<file path="src/shared/fault_map_params.svh">
// Register map, field positions and reset values of the fault/status output mapper.
// Included by the mapper package users; holds definitions only.
`ifndef FAULT_MAP_PARAMS_SVH
`define FAULT_MAP_PARAMS_SVH

`define FM_OFF_CTRL 12'h000
`define FM_OFF_CHSEL_LO 12'h004
`define FM_OFF_CHSEL_HI 12'h008
`define FM_OFF_STATUS 12'h00C
`define FM_OFF_INT_STAT 12'h010
`define FM_OFF_INT_MASK 12'h014
`define FM_OFF_ANA_REF 12'h018
`define FM_OFF_ANA_AUX 12'h01C

`define FM_CTRL_MODE_LSB 0
`define FM_CTRL_COMBINE_BIT 2
`define FM_CTRL_CARD3_BIT 3
`define FM_CTRL_REFSRC_LSB 4

`define FM_ST_CODE_LSB 8
`define FM_ST_RUN_BIT 12
`define FM_ST_VALID_BIT 13

`define FM_EV_FAULT_SET 0
`define FM_EV_FAULT_CLR 1
`define FM_EV_REFUSED 2

`define FM_CTRL_RST 32'h0000_0008
`define FM_CHSEL_LO_RST 32'h0402_0100
`define FM_CHSEL_HI_RST 32'h0F0F_2506
`define FM_MASK_RST 3'h0

`define FM_SEL_MAX 6'h25
`define FM_REFSRC_TERMINALS 2'h1
`define FM_REFSRC_OPTION 2'h3

`endif

</file>
<file path="src/shared/fault_map_pkg.sv">
// Types shared by the fault/status output mapper and its bench.
package fault_map_pkg;

    typedef enum logic [1:0] {
        MODE_SEPARATE = 2'b00,
        MODE_BINARY = 2'b01,
        MODE_SELECT = 2'b10
    } out_mode_e;

    typedef enum logic [3:0] {
        FC_NONE = 4'b0000,
        FC_OVERCURRENT = 4'b0001,
        FC_OVERVOLTAGE = 4'b0010,
        FC_DRIVE_OVERLOAD = 4'b0011,
        FC_OVERHEAT = 4'b0100,
        FC_OVERSPEED = 4'b0101,
        FC_FUSE = 4'b0110,
        FC_BRAKING = 4'b0111,
        FC_EXTERNAL = 4'b1000,
        FC_CONTROLLER = 4'b1001,
        FC_MOTOR_OVERLOAD = 4'b1010,
        FC_POWER_LOSS = 4'b1100,
        FC_SPEED_DEVIATION = 4'b1101,
        FC_ENCODER_OPEN = 4'b1110
    } fault_code_e;

    // Bit positions in the synchronised input vector
    typedef enum int {
        FI_OC, FI_VOLT, FI_DOL, FI_FUSE, FI_SPD, FI_OH, FI_MOL, FI_BRR, FI_BRT,
        FI_EXT, FI_CTRL, FI_UV, FI_DEVIATE, FI_ENC, FI_ZERO, FI_AGREE, FI_RUN, FI_MINOR,
        FI_COUNT
    } fault_idx_e;

endpackage

</file>
<file path="src/hw/analog_ref_combiner.sv">
// Combines the analog option card channels into one frequency reference.
// Inputs are already synchronised; output is combinational, registered by the caller.
`timescale 1ns/1ps
module analog_ref_combiner #(
    parameter int ADC_W = 15
) (
    // Channel samples, sign and magnitude bits as two's complement
    input wire logic signed [ADC_W-1:0] ch1,
    input wire logic signed [ADC_W-1:0] ch2,
    input wire logic signed [ADC_W-1:0] ch3,
    // Card configuration
    input wire logic card_three,
    input wire logic combine,
    // Result
    output logic signed [ADC_W-1:0] reference
);
    localparam logic signed [ADC_W+1:0] MAXV = (ADC_W+2)'(2 ** (ADC_W - 1) - 1);
    localparam logic signed [ADC_W+1:0] MINV = -MAXV - (ADC_W+2)'(1);

    logic signed [ADC_W+1:0] sum;

    always_comb begin
        if (!card_three) begin
            // Two-channel card: voltage plus current, no selection needed
            sum = (ADC_W+2)'(ch1) + (ADC_W+2)'(ch2);
        end else if (combine) begin
            sum = (ADC_W+2)'(ch1) + (ADC_W+2)'(ch2) + (ADC_W+2)'(ch3);
        end else begin
            // Independent channels: channel 1 is the reference, the rest pass aside
            sum = (ADC_W+2)'(ch1);
        end
        // Saturate rather than wrap so an overrange sum never flips direction
        if (sum > MAXV) begin
            reference = MAXV[ADC_W-1:0];
        end else if (sum < MINV) begin
            reference = MINV[ADC_W-1:0];
        end else begin
            reference = sum[ADC_W-1:0];
        end
    end
endmodule

</file>
<file path="src/hw/fault_status_output_mapper.sv">
// Fault and run-status mapper for an eight-terminal digital output card, plus
// configuration and combining of the analog reference card. APB3 register slave.
// Assumes fault, status and ADC inputs arrive asynchronously from the drive core.
//
// Local design decisions: the placing of the registers and the APB register port.
`timescale 1ns/1ps
`include "fault_map_params.svh"
module fault_status_output_mapper #(
    parameter int ADDR_W = 12,
    parameter int ADC_W = 15,
    parameter int FUNC_N = 38
) (
    // Clock and reset
    input wire logic pclk,
    input wire logic presetn,
    // APB slave
    input wire logic psel,
    input wire logic penable,
    input wire logic pwrite,
    input wire logic [ADDR_W-1:0] paddr,
    input wire logic [31:0] pwdata,
    output logic [31:0] prdata,
    output logic pready,
    output logic pslverr,
    // Fault conditions from the drive
    input wire logic overcurrent_fault,
    input wire logic overvoltage_fault,
    input wire logic drive_overload_fault,
    input wire logic fuse_blown_fault,
    input wire logic overspeed_fault,
    input wire logic heatsink_overheat_fault,
    input wire logic motor_overload_fault,
    input wire logic braking_resistor_fault,
    input wire logic brake_transistor_fault,
    input wire logic external_fault,
    input wire logic controller_fault,
    input wire logic undervoltage_fault,
    input wire logic speed_deviation_fault,
    input wire logic encoder_open_fault,
    // Run status from the drive
    input wire logic zero_speed,
    input wire logic speed_agree,
    input wire logic drive_running,
    input wire logic minor_fault,
    // Multi-function output sources for per-channel selection
    input wire logic [FUNC_N-1:0] function_in,
    // Analog option card samples
    input wire logic [ADC_W-1:0] adc_ch1,
    input wire logic [ADC_W-1:0] adc_ch2,
    input wire logic [ADC_W-1:0] adc_ch3,
    // Output terminals, bit 0 = fault_out_a ... bit 5, bit 6 and bit 7 = the two relay pairs
    output logic [7:0] terminal_out,
    // Analog reference result
    output logic [ADC_W-1:0] frequency_ref,
    output logic frequency_ref_valid,
    // Interrupt
    output logic irq
);
    import fault_map_pkg::*;

    localparam int FN = int'(FI_COUNT);
    localparam int SEL_W = 6;
    localparam logic [31:0] CTRL_RST = `FM_CTRL_RST;

    typedef struct packed {
        logic [FN-1:0] fs1;
        logic [FN-1:0] fs2;
        logic [FUNC_N-1:0] mf1;
        logic [FUNC_N-1:0] mf2;
        logic [3*ADC_W-1:0] as1;
        logic [3*ADC_W-1:0] as2;
        out_mode_e mode;
        logic combine;
        logic card_three;
        logic [1:0] ref_src;
        logic [63:0] chsel;
        fault_code_e code;
        logic [7:0] term;
        logic [2:0] ist;
        logic [2:0] mask;
        logic irq;
        logic pready;
        logic pslverr;
        logic [31:0] prdata;
        logic [ADC_W-1:0] aref;
        logic aref_valid;
    } state_s;

    state_s s_q;
    state_s s_d;

    logic [FN-1:0] raw_in;
    logic [7:0] sel_bit;
    logic signed [ADC_W-1:0] comb_ref;

    assign raw_in = {minor_fault, drive_running, speed_agree, zero_speed,
                     encoder_open_fault, speed_deviation_fault, undervoltage_fault,
                     controller_fault, external_fault, brake_transistor_fault,
                     braking_resistor_fault, motor_overload_fault,
                     heatsink_overheat_fault, overspeed_fault, fuse_blown_fault,
                     drive_overload_fault, overvoltage_fault, overcurrent_fault};

    // Per-channel function pick; out-of-range selections drive the terminal off
    for (genvar i = 0; i < 8; i++) begin : g_chan
        logic [SEL_W-1:0] sel;
        assign sel = s_q.chsel[i*8 +: SEL_W];
        assign sel_bit[i] = (int'(sel) < FUNC_N) ? s_q.mf2[sel] : 1'b0;
    end

    analog_ref_combiner #(
        .ADC_W(ADC_W)
    ) u_combiner (
        .ch1(s_q.as2[0 +: ADC_W]),
        .ch2(s_q.as2[ADC_W +: ADC_W]),
        .ch3(s_q.as2[2*ADC_W +: ADC_W]),
        .card_three(s_q.card_three),
        .combine(s_q.combine),
        .reference(comb_ref)
    );

    // Lowest code wins when several faults are active
    function automatic fault_code_e encode(input logic [FN-1:0] f);
        fault_code_e c;
        c = FC_NONE;
        if (f[FI_OC]) c = FC_OVERCURRENT;
        else if (f[FI_VOLT]) c = FC_OVERVOLTAGE;
        else if (f[FI_DOL]) c = FC_DRIVE_OVERLOAD;
        else if (f[FI_OH]) c = FC_OVERHEAT;
        else if (f[FI_SPD]) c = FC_OVERSPEED;
        else if (f[FI_FUSE]) c = FC_FUSE;
        else if (f[FI_BRR] || f[FI_BRT]) c = FC_BRAKING;
        else if (f[FI_EXT]) c = FC_EXTERNAL;
        else if (f[FI_CTRL]) c = FC_CONTROLLER;
        else if (f[FI_MOL]) c = FC_MOTOR_OVERLOAD;
        else if (f[FI_UV]) c = FC_POWER_LOSS;
        else if (f[FI_DEVIATE]) c = FC_SPEED_DEVIATION;
        else if (f[FI_ENC]) c = FC_ENCODER_OPEN;
        return c;
    endfunction

    function automatic logic still_active(input fault_code_e c, input logic [FN-1:0] f);
        logic a;
        case (c)
            FC_OVERCURRENT: a = f[FI_OC];
            FC_OVERVOLTAGE: a = f[FI_VOLT];
            FC_DRIVE_OVERLOAD: a = f[FI_DOL];
            FC_OVERHEAT: a = f[FI_OH];
            FC_OVERSPEED: a = f[FI_SPD];
            FC_FUSE: a = f[FI_FUSE];
            FC_BRAKING: a = f[FI_BRR] | f[FI_BRT];
            FC_EXTERNAL: a = f[FI_EXT];
            FC_CONTROLLER: a = f[FI_CTRL];
            FC_MOTOR_OVERLOAD: a = f[FI_MOL];
            FC_POWER_LOSS: a = f[FI_UV];
            FC_SPEED_DEVIATION: a = f[FI_DEVIATE];
            FC_ENCODER_OPEN: a = f[FI_ENC];
            default: a = 1'b0;
        endcase
        return a;
    endfunction

    always_comb begin
        logic [FN-1:0] f;
        logic [2:0] ev;
        logic [2:0] clr;
        logic access;
        logic hit;
        logic bad;
        logic [31:0] rd;
        f = '0;
        ev = '0;
        clr = '0;
        access = 1'b0;
        hit = 1'b0;
        bad = 1'b0;
        rd = '0;
        s_d = s_q;

        // Two-stage synchronisers for everything from the drive core
        s_d.fs1 = raw_in;
        s_d.fs2 = s_q.fs1;
        s_d.mf1 = function_in;
        s_d.mf2 = s_q.mf1;
        s_d.as1 = {adc_ch3, adc_ch2, adc_ch1};
        s_d.as2 = s_q.as1;
        f = s_q.fs2;

        // Held code only yields once its own fault has gone
        if (s_q.code == FC_NONE || !still_active(s_q.code, f)) begin
            s_d.code = encode(f);
        end
        ev[`FM_EV_FAULT_SET] = (s_q.code == FC_NONE) && (s_d.code != FC_NONE);
        ev[`FM_EV_FAULT_CLR] = (s_q.code != FC_NONE) && (s_d.code == FC_NONE);

        case (s_q.mode)
            MODE_SEPARATE: begin
                s_d.term = {f[FI_AGREE], f[FI_ZERO], f[FI_OH] | f[FI_MOL], f[FI_SPD],
                            f[FI_FUSE], f[FI_DOL], f[FI_VOLT], f[FI_OC]};
            end
            MODE_BINARY: begin
                // Next code, so code bits and status bits leave on the same edge
                s_d.term = {f[FI_MINOR], f[FI_RUN], f[FI_AGREE], f[FI_ZERO],
                            s_d.code};
            end
            MODE_SELECT: begin
                s_d.term = sel_bit;
            end
            default: begin
                s_d.term = '0;
            end
        endcase

        // Option card reference is honoured under the option source setting, or under the terminal source on a three-channel card with independent channels
        s_d.aref = comb_ref;
        s_d.aref_valid = (s_q.ref_src == `FM_REFSRC_OPTION)
            || (s_q.card_three && !s_q.combine
                && s_q.ref_src == `FM_REFSRC_TERMINALS);

        // APB: one wait state, answer decided in the first access cycle
        access = psel && penable;
        if (access && !s_q.pready) begin
            hit = 1'b1;
            case (paddr)
                `FM_OFF_CTRL: begin
                    rd[`FM_CTRL_MODE_LSB +: 2] = s_q.mode;
                    rd[`FM_CTRL_COMBINE_BIT] = s_q.combine;
                    rd[`FM_CTRL_CARD3_BIT] = s_q.card_three;
                    rd[`FM_CTRL_REFSRC_LSB +: 2] = s_q.ref_src;
                    // Mode locked while running and limited to the three modes
                    bad = pwrite && (f[FI_RUN]
                        || pwdata[`FM_CTRL_MODE_LSB +: 2] > MODE_SELECT);
                end
                `FM_OFF_CHSEL_LO: begin
                    rd = s_q.chsel[31:0];
                    for (int k = 0; k < 4; k++) begin
                        if (pwrite && (pwdata[k*8 +: 8] > 8'(`FM_SEL_MAX) || f[FI_RUN])) begin
                            bad = 1'b1;
                        end
                    end
                end
                `FM_OFF_CHSEL_HI: begin
                    rd = s_q.chsel[63:32];
                    for (int k = 0; k < 4; k++) begin
                        if (pwrite && (pwdata[k*8 +: 8] > 8'(`FM_SEL_MAX) || f[FI_RUN])) begin
                            bad = 1'b1;
                        end
                    end
                end
                `FM_OFF_STATUS: begin
                    rd[7:0] = s_q.term;
                    rd[`FM_ST_CODE_LSB +: 4] = s_q.code;
                    rd[`FM_ST_RUN_BIT] = f[FI_RUN];
                    rd[`FM_ST_VALID_BIT] = s_q.aref_valid;
                end
                `FM_OFF_INT_STAT: rd[2:0] = s_q.ist;
                `FM_OFF_INT_MASK: rd[2:0] = s_q.mask;
                `FM_OFF_ANA_REF: rd = 32'(signed'(s_q.aref));
                `FM_OFF_ANA_AUX: begin
                    rd[ADC_W-1:0] = s_q.as2[ADC_W +: ADC_W];
                    rd[16 +: ADC_W] = s_q.as2[2*ADC_W +: ADC_W];
                end
                default: begin
                    hit = 1'b0;
                end
            endcase
            s_d.pready = 1'b1;
            s_d.pslverr = !hit || bad;
            s_d.prdata = pwrite ? 32'h0000_0000 : rd;
            ev[`FM_EV_REFUSED] = bad;
        end else if (access) begin
            s_d.pready = 1'b0;
            s_d.pslverr = 1'b0;
            if (pwrite && !s_q.pslverr) begin
                case (paddr)
                    `FM_OFF_CTRL: begin
                        s_d.mode = out_mode_e'(pwdata[`FM_CTRL_MODE_LSB +: 2]);
                        s_d.combine = pwdata[`FM_CTRL_COMBINE_BIT];
                        s_d.card_three = pwdata[`FM_CTRL_CARD3_BIT];
                        s_d.ref_src = pwdata[`FM_CTRL_REFSRC_LSB +: 2];
                    end
                    `FM_OFF_CHSEL_LO: s_d.chsel[31:0] = pwdata;
                    `FM_OFF_CHSEL_HI: s_d.chsel[63:32] = pwdata;
                    `FM_OFF_INT_STAT: clr = pwdata[2:0];
                    `FM_OFF_INT_MASK: s_d.mask = pwdata[2:0];
                    default: begin
                    end
                endcase
            end
        end else begin
            s_d.pready = 1'b0;
            s_d.pslverr = 1'b0;
        end

        // New events beat a simultaneous write-one-to-clear
        s_d.ist = (s_q.ist & ~clr) | ev;
        s_d.irq = |(s_d.ist & s_q.mask);
    end

    always_ff @(posedge pclk or negedge presetn) begin
        if (!presetn) begin
            s_q <= '0;
            s_q.mode <= MODE_SEPARATE;
            s_q.combine <= CTRL_RST[`FM_CTRL_COMBINE_BIT];
            s_q.card_three <= CTRL_RST[`FM_CTRL_CARD3_BIT];
            s_q.chsel <= {`FM_CHSEL_HI_RST, `FM_CHSEL_LO_RST};
            s_q.code <= FC_NONE;
            s_q.mask <= `FM_MASK_RST;
        end else begin
            s_q <= s_d;
        end
    end

    assign prdata = s_q.prdata;
    assign pready = s_q.pready;
    assign pslverr = s_q.pslverr;
    assign terminal_out = s_q.term;
    assign frequency_ref = s_q.aref;
    assign frequency_ref_valid = s_q.aref_valid;
    assign irq = s_q.irq;
endmodule

</file>
<file path="config.mk">
export PLATFORM = sky130hd
export DESIGN_NAME = fault_status_output_mapper
export DESIGN_NICKNAME = d
export VERILOG_FILES = /design/src/shared/fault_map_pkg.sv /design/src/hw/analog_ref_combiner.sv /design/src/hw/fault_status_output_mapper.sv
export VERILOG_INCLUDE_DIRS = /design/src /design/src/shared
export SDC_FILE = /design/constraint.sdc
export NUM_CORES = 1
export LEC_CHECK = 0
export BUFFER_PORTS_ARGS = -buffer_cell sky130_fd_sc_hd__buf_2
export CORE_UTILIZATION = 28
export CTS_BUF_LIST = sky130_fd_sc_hd__clkbuf_16
export CTS_CLUSTER_DIAMETER = 50
export DETAILED_ROUTE_END_ITERATION = 16
export GPL_ROUTABILITY_DRIVEN = 0
export SLEW_MARGIN = 5
export SYNTH_ARGS = -nofsm -noshare
export SYNTH_HDL_FRONTEND = slang
export SYNTH_SLANG_ARGS = --single-unit
</file>
<file path="constraint.sdc">
create_clock -name pclk -period 11.7 [get_ports pclk]
set_input_delay 3.51 -clock pclk [delete_from_list [all_inputs] [get_ports pclk]]
set_output_delay 3.51 -clock pclk [all_outputs]
set_load 0.02 [all_outputs]
</file>
---- Word level (Yosys, flattened, before mapping) ----
Cells that the tools add are included.
word-level totals
  input port bits ......................... 150
  RAM bits ................................ 0
  bits in latches ......................... 0
  memories kept ........................... 0
  output and inout port bits .............. 59
  memory bits (read-only) ................. 0
  flip-flop bits (word level) ............. 341
cells by class
  bitwise logic cells ..................... 7
  mux-type cells .......................... 66
  shift-type cells ........................ 0
  equal/unequal tests ..................... 24
  divide/modulo/power cells ............... 0
  order comparisons ....................... 23
  add/subtract/negate cells ............... 2
  reduce and logical (&&, ||, !) cells .... 39
  multiply operators ...................... 0
operators by type and width
  cell                                                              number
  one-hot mux 15 bit (4 select lines)                               1
  less-than comparator 6 x 7 -> 1 bit (second input constant)       8
  2-to-1 mux 4 bit                                                  14
  binary-select mux 1 bit (select 6 bit)                            8
  equality test 12 x 5 -> 1 bit (second input constant)             4
  less-than comparator 6 bit (second input constant)                8
  one-hot mux 8 bit (5 select lines)                                1
  2-to-1 mux 17 bit                                                 2
  greater-than comparator 8 x 6 -> 1 bit (second input constant)    4
  2-to-1 mux 32 bit                                                 1
  2-to-1 mux 15 bit                                                 2
  equality test 12 x 4 -> 1 bit (second input constant)             2
  equality test 4 bit (second input constant)                       6
  2-to-1 mux 1 bit                                                  24
  one-hot mux 3 bit (8 select lines)                                1
  one-hot mux 8 bit (3 select lines)                                1
  one-hot mux 3 bit (6 select lines)                                1
  adder 16 x 15 -> 17 bit                                           1
  greater-than comparator 17 x 15 -> 1 bit (second input constant)  1
  less-than comparator 17 x 15 -> 1 bit (second input constant)     1
  adder 15 x 15 -> 16 bit                                           1
  equality test 4 x 3 -> 1 bit (second input constant)              4
  AND reduction 4 bit                                               4
  one-hot mux 1 bit (13 select lines)                               1
  26 further kinds                                                  60

---- Longest topological paths before layout ----
Gate-level depths: netlist of the first run.
  depth after elaboration ................. 19
  mapped depth ............................ 20

---- Cells and area by module ----
From an unflattened synthesis of the first run, not the netlist that was laid out.
second synthesis, totals
  cells, all modules ...................... 1278
  area total of the unflattened synthesis .. 16505.8 sq um
by module, submodules not included
  module                      times used  cells each  area an instance (sq um)
  fault_status_output_mapper  1           1009        14526.4
  analog_ref_combiner         1           269         1979.4

---- Worst setup path before layout of the first run ----
Ideal clock, no wire load.
  kind .................................... input port to flip-flop
  start ................................... input port paddr[7]
  end ..................................... register s_q, in the netlist g_chan[4].sel[3]
  setup slack ............................. 5991 ps
  arrival time ............................ 5584 ps
  stages on the path ...................... 7
  data required time ...................... 11575 ps
  cells stage by stage .................... or4_1 > or4_1 > buf_2 > nor3_4 > nand2_4 > buf_6 > mux2_4
between the ends
  word-level cells in the longest chain between the ends .. 2
RTL lines
  what                           line                               source
  start, declared                fault_status_output_mapper.sv:20   input wire logic [ADDR_W-1:0] paddr,
  equality test 12 x 4 -> 1 bit  fault_status_output_mapper.sv:274  case (paddr)
  AND reduction 4 bit (no line)  n/a
  end, declared                  fault_status_output_mapper.sv:89   state_s s_q;
No other way between the ends.
A chain may end at the register's enable or synchronous reset.

---- Worst setup path after layout of the first run ----
  start ................................... input port paddr[7]
  end ..................................... register s_q, in the netlist prdata[26]
between the ends
  word-level cells in the longest chain between the ends .. 3
  elaborated cells between the ends (all ways) .. 6
  classes of those cells .................. eq/ne (4); mux (2)
RTL lines
  what                                                   line                               source
  equality test 12 x 5 -> 1 bit (tied with other cells)  fault_status_output_mapper.sv:223  case (paddr)
  one-hot mux 15 bit (4 select lines) *                  fault_status_output_mapper.sv:223
  2-to-1 mux 32 bit *                                    fault_status_output_mapper.sv:268  s_d.prdata = pwrite ? 32'h0000_0000 : rd;
Mark *: on every way between the ends. The rest lies on a longest branch, timed or not.

==> impl_metrics.yaml, run 1 <==
status:
  status: "finished clean"
clocking:
  cts_buffers: 39
  cts_sinks: 341
  cts.repair.resized: 0
  clk_latency_ns: 0.56
  path_clk_slew_ns: 0.06
  clockRootBuffer: "clkbuf_16"
  htree_levels: 2
  cts_tree: "yes"
  max-clock-path-buffers: 3
  holdBufCountCts: 0
  post_cts_buffers: 0
timing:
  fin_ws_ns: 5.371
  final.setup.tns_ns: 0
  report.final.slew_viol_count: 0
  finalSetupViolCount: 0
  min_period_ns: 6.329
  fmax_mhz: 158.0
  clock-skew-final_ns: 0.02381
  tightest_slew_ns: 1.298
  relSlewSlack_pct: 12.98
  fin_crit_sh_pct: 54.09
  rsz0062_at_grt: "no"
  hold_viol: 0
global_routing:
  grt_overflow: 0
  antenna_found_initial: 12
  grt_pass1_wl_um: 75240
  grt_pass1_vias: 11574
  track_usage_pct: 16.82
  grt_start_max_net_pins: 148
detailed_routing:
  drt_iter0_drc: 920
  num_vias: 11385
  antenna_left: 0
  drc: 0
  wire_per_inst_um: 22.92
  drt_pass1_iterations: 5
  via_per_inst: 5.170
  routed_wl_um: 50470
logic_synthesis:
  synth_fp_nets: 1461
  synth_seq_area_share_pct: 51.41
  synth_seq_cells: 341
  ys_types: 73
  synthCells: 1276
  synth_ff_type: "dfrtp_1"
  synth_edf_count: 0
  syn_avg_cell_area_um2: 13.04
  async_flop_share_pct: 100.0
  ys_warn_count: 0
  syn_area_mm2: 0.01664
floorplanning:
  start_util_pct: 28.57
  fp.dieArea_mm2: 0.06040
  io_pins: 209
  die_height_um: 245.8
  core_area_mm2: 0.05825
  num_rows: 88
  die_w_um: 245.8
cells_and_area:
  instances_no_fill: 2202
  layout-drive-gt1-share_pct: 32.66
  area_growth_pct: 15.81
  register_area_mm2: 0.008554
  final_cell_mix: "dfrtp_1 (324), buf_2 (207), nand2_1 (102)"
  layout_commonest_cell: "dfrtp_1"
  final_nets: 1590
  multiInputGateArea_mm2: 0.007259
  fillers: 5658
worst_setup_path:
  cp_max_fo: 22
  rr_startpoint: "s_q[155]"
  startpoint_type: "input pin"
  required_ns: 12.19
  cp-end-kind: "flip-flop"
  crit_type: "in -> reg"
  rr_endpoint: "frequency_ref[11]"
  worst_r2r_path_depth: 15
  rrSetupSlack_ns: 6.73
  worstPathArrival_ns: 6.82
min_path:
  hold_path.startpoint: "s_d[236]"
  whs_endpoint: "s_q[236]"
  hold_path.class: "reg -> reg"
  whs_path_depth: 0
power:
  leakage_nw: 8.383
  swShare_pct: 27.01
  power.switching_w: 0.0007926
  p_comb_share_pct: 13.1
  p_int_w: 0.002142
  p_clk_share_pct: 42.5
  p_seq_share_pct: 44.4
  ir_drop_uv: 86.33
  powerDensity_mw_per_mm2: 152.3
placement:
  post-dp-hpwl_um: 38090
  port_buffers: 208
  place_ws_ns: 4.901
  dp_cells: 2129
job:
  maxCapViolCount: 0
[synthesized netlist by cell type, drive strengths merged (4+ instances only)]
library cell,n,share of area [%]
mux2,78,6.6
o221ai,4,0.21
a211oi,6,0.27
nor2b,17,0.64
nand3b,4,0.18
a221oi,30,1.6
nor3b,4,0.25
nor2,44,0.99
xnor2,17,0.89
o21bai,4,0.18
buf,81,3.5
a21oi,57,1.8
a31oi,5,0.19
clkbuf,44,0.99
a211o,7,0.37
nand4,11,0.41
a22o,17,0.89
a22oi,5,0.23
nor3,17,0.71
nand2b,7,0.26
a2111oi,7,0.37
dfrtp,324,49
o2bb2ai,6,0.32
inv,20,0.45
nor4,4,0.15
mux4,86,12
o211ai,5,0.23
o21ai,77,2.3
o31ai,5,0.23
a21boi,4,0.18
nand3,7,0.21
nand2,105,2.5
a21o,8,0.36
o21a,6,0.27
or4,4,0.18
ha,33,2.5
or3,5,0.19
dfstp,17,2.7
mux2i,51,3.1
xor2,9,0.47
[area by class of cell]
type,instances,share of cell area (%)
antenna,4,0.05194
clock buffer,41,5.324
clock inverter,28,1.487
inverter,20,0.3896
multi-input combinational,790,37.67
sequential,341,44.39
tap,765,4.967
timing repair buffer,213,5.714
[metal layers]
layer | up-vias | share of wire [%] | GRT usage, %
met2 | 513 | 46 | 26.27
li1 | 4968 | - | -
met1 | 5775 | 42 | 22.14
met4 | 12 | 3.4 | 5.992
met3 | 117 | 8.3 | 4.791
met5 | - | 0.16 | 0
[cells by family (layout without fill, tap and decap cells)]
| family | count (synthesis) | after routing | share of synthesized area, % |
|---|---|---|---|
| AOI/OAI and AO/OA | 272 | 272 | 10.95 |
| xor gates and xnor gates | 26 | 26 | 1.369 |
| adders and majority gates | 35 | 35 | 2.722 |
| buffers and inverters | 145 | 302 | 4.956 |
| DFF | 341 | 341 | 51.41 |
| muxes | 215 | 215 | 21.34 |
| other | 0 | 4 | 0 |
| and+or+nand+nor | 242 | 242 | 7.249 |
[worst max-delay path, cell delays in order]
cell and delay [ns]:
buf_2 0.09, or4_1 0.54, or4_1 0.74, nor3_2 1.09, nor2_1 0.20, a21oi_4 0.44, a22o_1 0.20
[worst max-delay path by stage]
stage	from	end	depth (start not counted)
after detailed placement	paddr[7]	prdata[26]	7
after global routing	paddr[7]	prdata[26]	7
after CTS	paddr[7]	prdata[26]	7
after global placement	paddr[7]	prdata[25]	7
final	paddr[7]	prdata[26]	7
after floorplan	paddr[7]	g_chan[4].sel[3]	7
[power by group through the flow]
stage	combinational (W)	clock [W]	sequential, W
floorplan	0.000275	0	0.00128
CTS	0.000385	0.00128	0.00130
finish	0.000384	0.00125	0.00130
global placement	0.000377	0	0.00132
global route	0.000423	0.00133	0.00131
detailed placement	0.000383	0	0.00132
[state kept, by name, indices dropped and copies added (netlist names)]
| name | flops |
|---|---|
| s_d | 101 |
| prdata | 32 |
| g_chan.sel | 48 |
| terminal_out | 8 |
| frequency_ref_valid | 1 |
| frequency_ref | 15 |
| irq | 1 |
| s_q | 133 |
| pready | 1 |
| pslverr | 1 |
[through the flow]
stage | utilization (%) | total power (W) | area [um^2] | hold slack, ns
2_1_floorplan | - | 0.001558 | 16640 | 0.3312
3_3_place_gp | 30.81 | 0.001698 | 17950 | 0.3357
3_5_place_dp | 30.81 | 0.001706 | 17950 | 0.3347
4_1_cts | 33.07 | 0.002970 | 19260 | 0.3417
5_1_grt | 33.07 | 0.003064 | 19260 | 0.3476
6_report | 33.08 | 0.002934 | 19270 | 0.3426
No activity file was read; power rests on OpenSTA's default activity.
==> inputs of run 2 (changes only) <==
==> constraint.sdc (replaced) <==
create_clock -name pclk -period 5.3 [get_ports pclk]
set_input_delay 1.59 -clock pclk [delete_from_list [all_inputs] [get_ports pclk]]
set_output_delay 1.59 -clock pclk [all_outputs]
set_load 0.02 [all_outputs]
==> run 2 against run 1 <==
Net effect: via count is 0.16% lower; cell area shrank 0.14%; worst setup slack worse by 4.7 ns; first-iteration DRC count is 7.3% higher; register-to-register slack lost 6.0 ns; routed wire length up 0.52%; core utilization barely moved; largest cell class unchanged.
==> impl_metrics.yaml, run 2 (synthesis results as in run 1) <==
status:
  status: "finished clean"
worst_setup_path:
  critical_path.endpoint: "frequency_ref[2]"
  startpoint_type: "flip-flop"
  worst_r2r_path_depth: 17
  rr_endpoint: "frequency_ref[2]"
  worstPathArrival_ns: 4.98
  required_ns: 5.69
  cp-end-kind: "flip-flop"
  cp_max_fo: 14
  rrSetupSlack_ns: 0.72
  crit_type: "reg -> reg"
  rr_startpoint: "s_q[139]"
  critPathLaunch: "s_q[139]"
timing:
  relSlewSlack_pct: 43.71
  clock-skew-final_ns: 0.01478
  rsz0062_at_grt: "no"
  finalSetupViolCount: 0
  fin_ws_ns: 0.7153
  hold_viol: 0
  tightest_slew_ns: 0.8444
  fmax_mhz: 218.1
  fin_crit_sh_pct: 86.50
  final.setup.tns_ns: 0
  min_period_ns: 4.585
  report.final.slew_viol_count: 0
placement:
  port_buffers: 208
  place_ws_ns: 0.7648
  dp_cells: 2136
  post-dp-hpwl_um: 38520
global_routing:
  grt_pass1_vias: 11759
  antenna_found_initial: 13
  grt_pass1_wl_um: 76130
  track_usage_pct: 16.92
  grt_start_max_net_pins: 97
  grt_overflow: 0
power:
  powerDensity_mw_per_mm2: 326.0
  report.power.total_w: 0.006274
  leakage_nw: 8.376
  ir_drop_uv: 193.0
clocking:
  clockRootBuffer: "clkbuf_16"
  cts_sinks: 341
  htree_levels: 2
  cts_tree: "yes"
  post_cts_buffers: 0
  clk_latency_ns: 0.56
  cts_buffers: 39
  path_clk_slew_ns: 0.06
  cts.repair.resized: 0
  max-clock-path-buffers: 3
  holdBufCountCts: 0
cells_and_area:
  layout_commonest_cell: "dfrtp_1"
  multiInputGateArea_mm2: 0.007259
  final_nets: 1597
  largest-register: "s_q"
  layout-drive-gt1-share_pct: 32.94
  area_growth_pct: 15.65
  register_area_mm2: 0.008554
  instances_no_fill: 2209
  final_cell_mix: "dfrtp_1 (324), buf_2 (207), nand2_1 (102)"
  largest_reg_flops: 133
  fillers: 5659
floorplanning:
  io_pins: 209
  num_rows: 88
  die_height_um: 245.8
  die_w_um: 245.8
  fp.dieArea_mm2: 0.06040
  start_util_pct: 28.57
  core_area_mm2: 0.05825
detailed_routing:
  drt_pass1_iterations: 5
  wire_per_inst_um: 22.97
  num_vias: 11367
  drt_iter0_drc: 987
  drc: 0
  routed_wl_um: 50740
  antenna_left: 0
  via_per_inst: 5.146
job:
  maxCapViolCount: 0
min_path:
  hold_path.class: "reg -> reg"
==> run 2: cell types whose count changed in the layout (fill, tap and decap cells not counted), sizes merged <==
cell	delta
inv	-4
diode	-2
clkinvlp	+1
clkinv	+9
buf	+7
bufinv	-4
==> run 2: worst max-delay path, cell delays in order (launching register included) <==
cell and delay [ns]:
dfrtp_1 0.36, ha_1 0.21, inv_1 0.07, fa_1 0.40
nor2b_1 0.17, o2111ai_1 0.20, a21oi_1 0.28, nor2_1 0.09
xnor2_1 0.34, ha_1 0.34, a21oi_1 0.24, o21ai_1 0.15
a221oi_1 0.35, o31ai_1 0.17, mux2i_1 0.17, a32oi_1 0.19
and2_1 0.50, o21ai_0 0.21
==> run 2: layout make-up <==
class                   instances  area share [%]
repair buffers                220           6.060
flip-flops and latches        341           44.46
multi-input cells             790           37.73
inverters                      20          0.3901
clock inverters                30           1.034
well taps                     765           4.974
clock buffers                  41           5.332
diodes                          2         0.02601
==> run 2: layer usage <==
layer | track usage [%] | up-vias | part of all wire, %
li1 | - | 4994 | -
met1 | 22.31 | 5772 | 42
met2 | 26.00 | 490 | 46
met3 | 4.704 | 101 | 8.1
met4 | 7.070 | 10 | 3.8
met5 | 0 | - | 0.14
==> run 2: metrics by stage <==
step	cell area [um^2]	utilization (%)	hold slack [ns]
CTS	19240	33.03	0.3454
finish	19240	33.04	0.3391
floorplan	16640	-	0.3312
detailed placement	18010	30.92	0.3347
global route	19240	33.03	0.3429
global placement	18010	30.92	0.3355
==> run 2: how the worst min path moves through the flow <==
stage	cells past startpoint	endpoint	slack, ns	from
after floorplan	0	s_q[139]	0.33	s_d[139]
after global placement	0	s_q[321]	0.34	s_d[321]
after detailed placement	0	s_q[146]	0.33	s_d[146]
after CTS	0	s_q[236]	0.35	s_d[236]
after global routing	0	s_q[236]	0.34	s_d[236]
final	0	s_q[232]	0.34	s_d[232]
==> run 2: where the power goes <==
group          total, W  switching [W]  internal [W]
clock network   0.00255        0.00108       0.00146
registers       0.00287       0.000145       0.00273
logic          0.000855       0.000506      0.000349
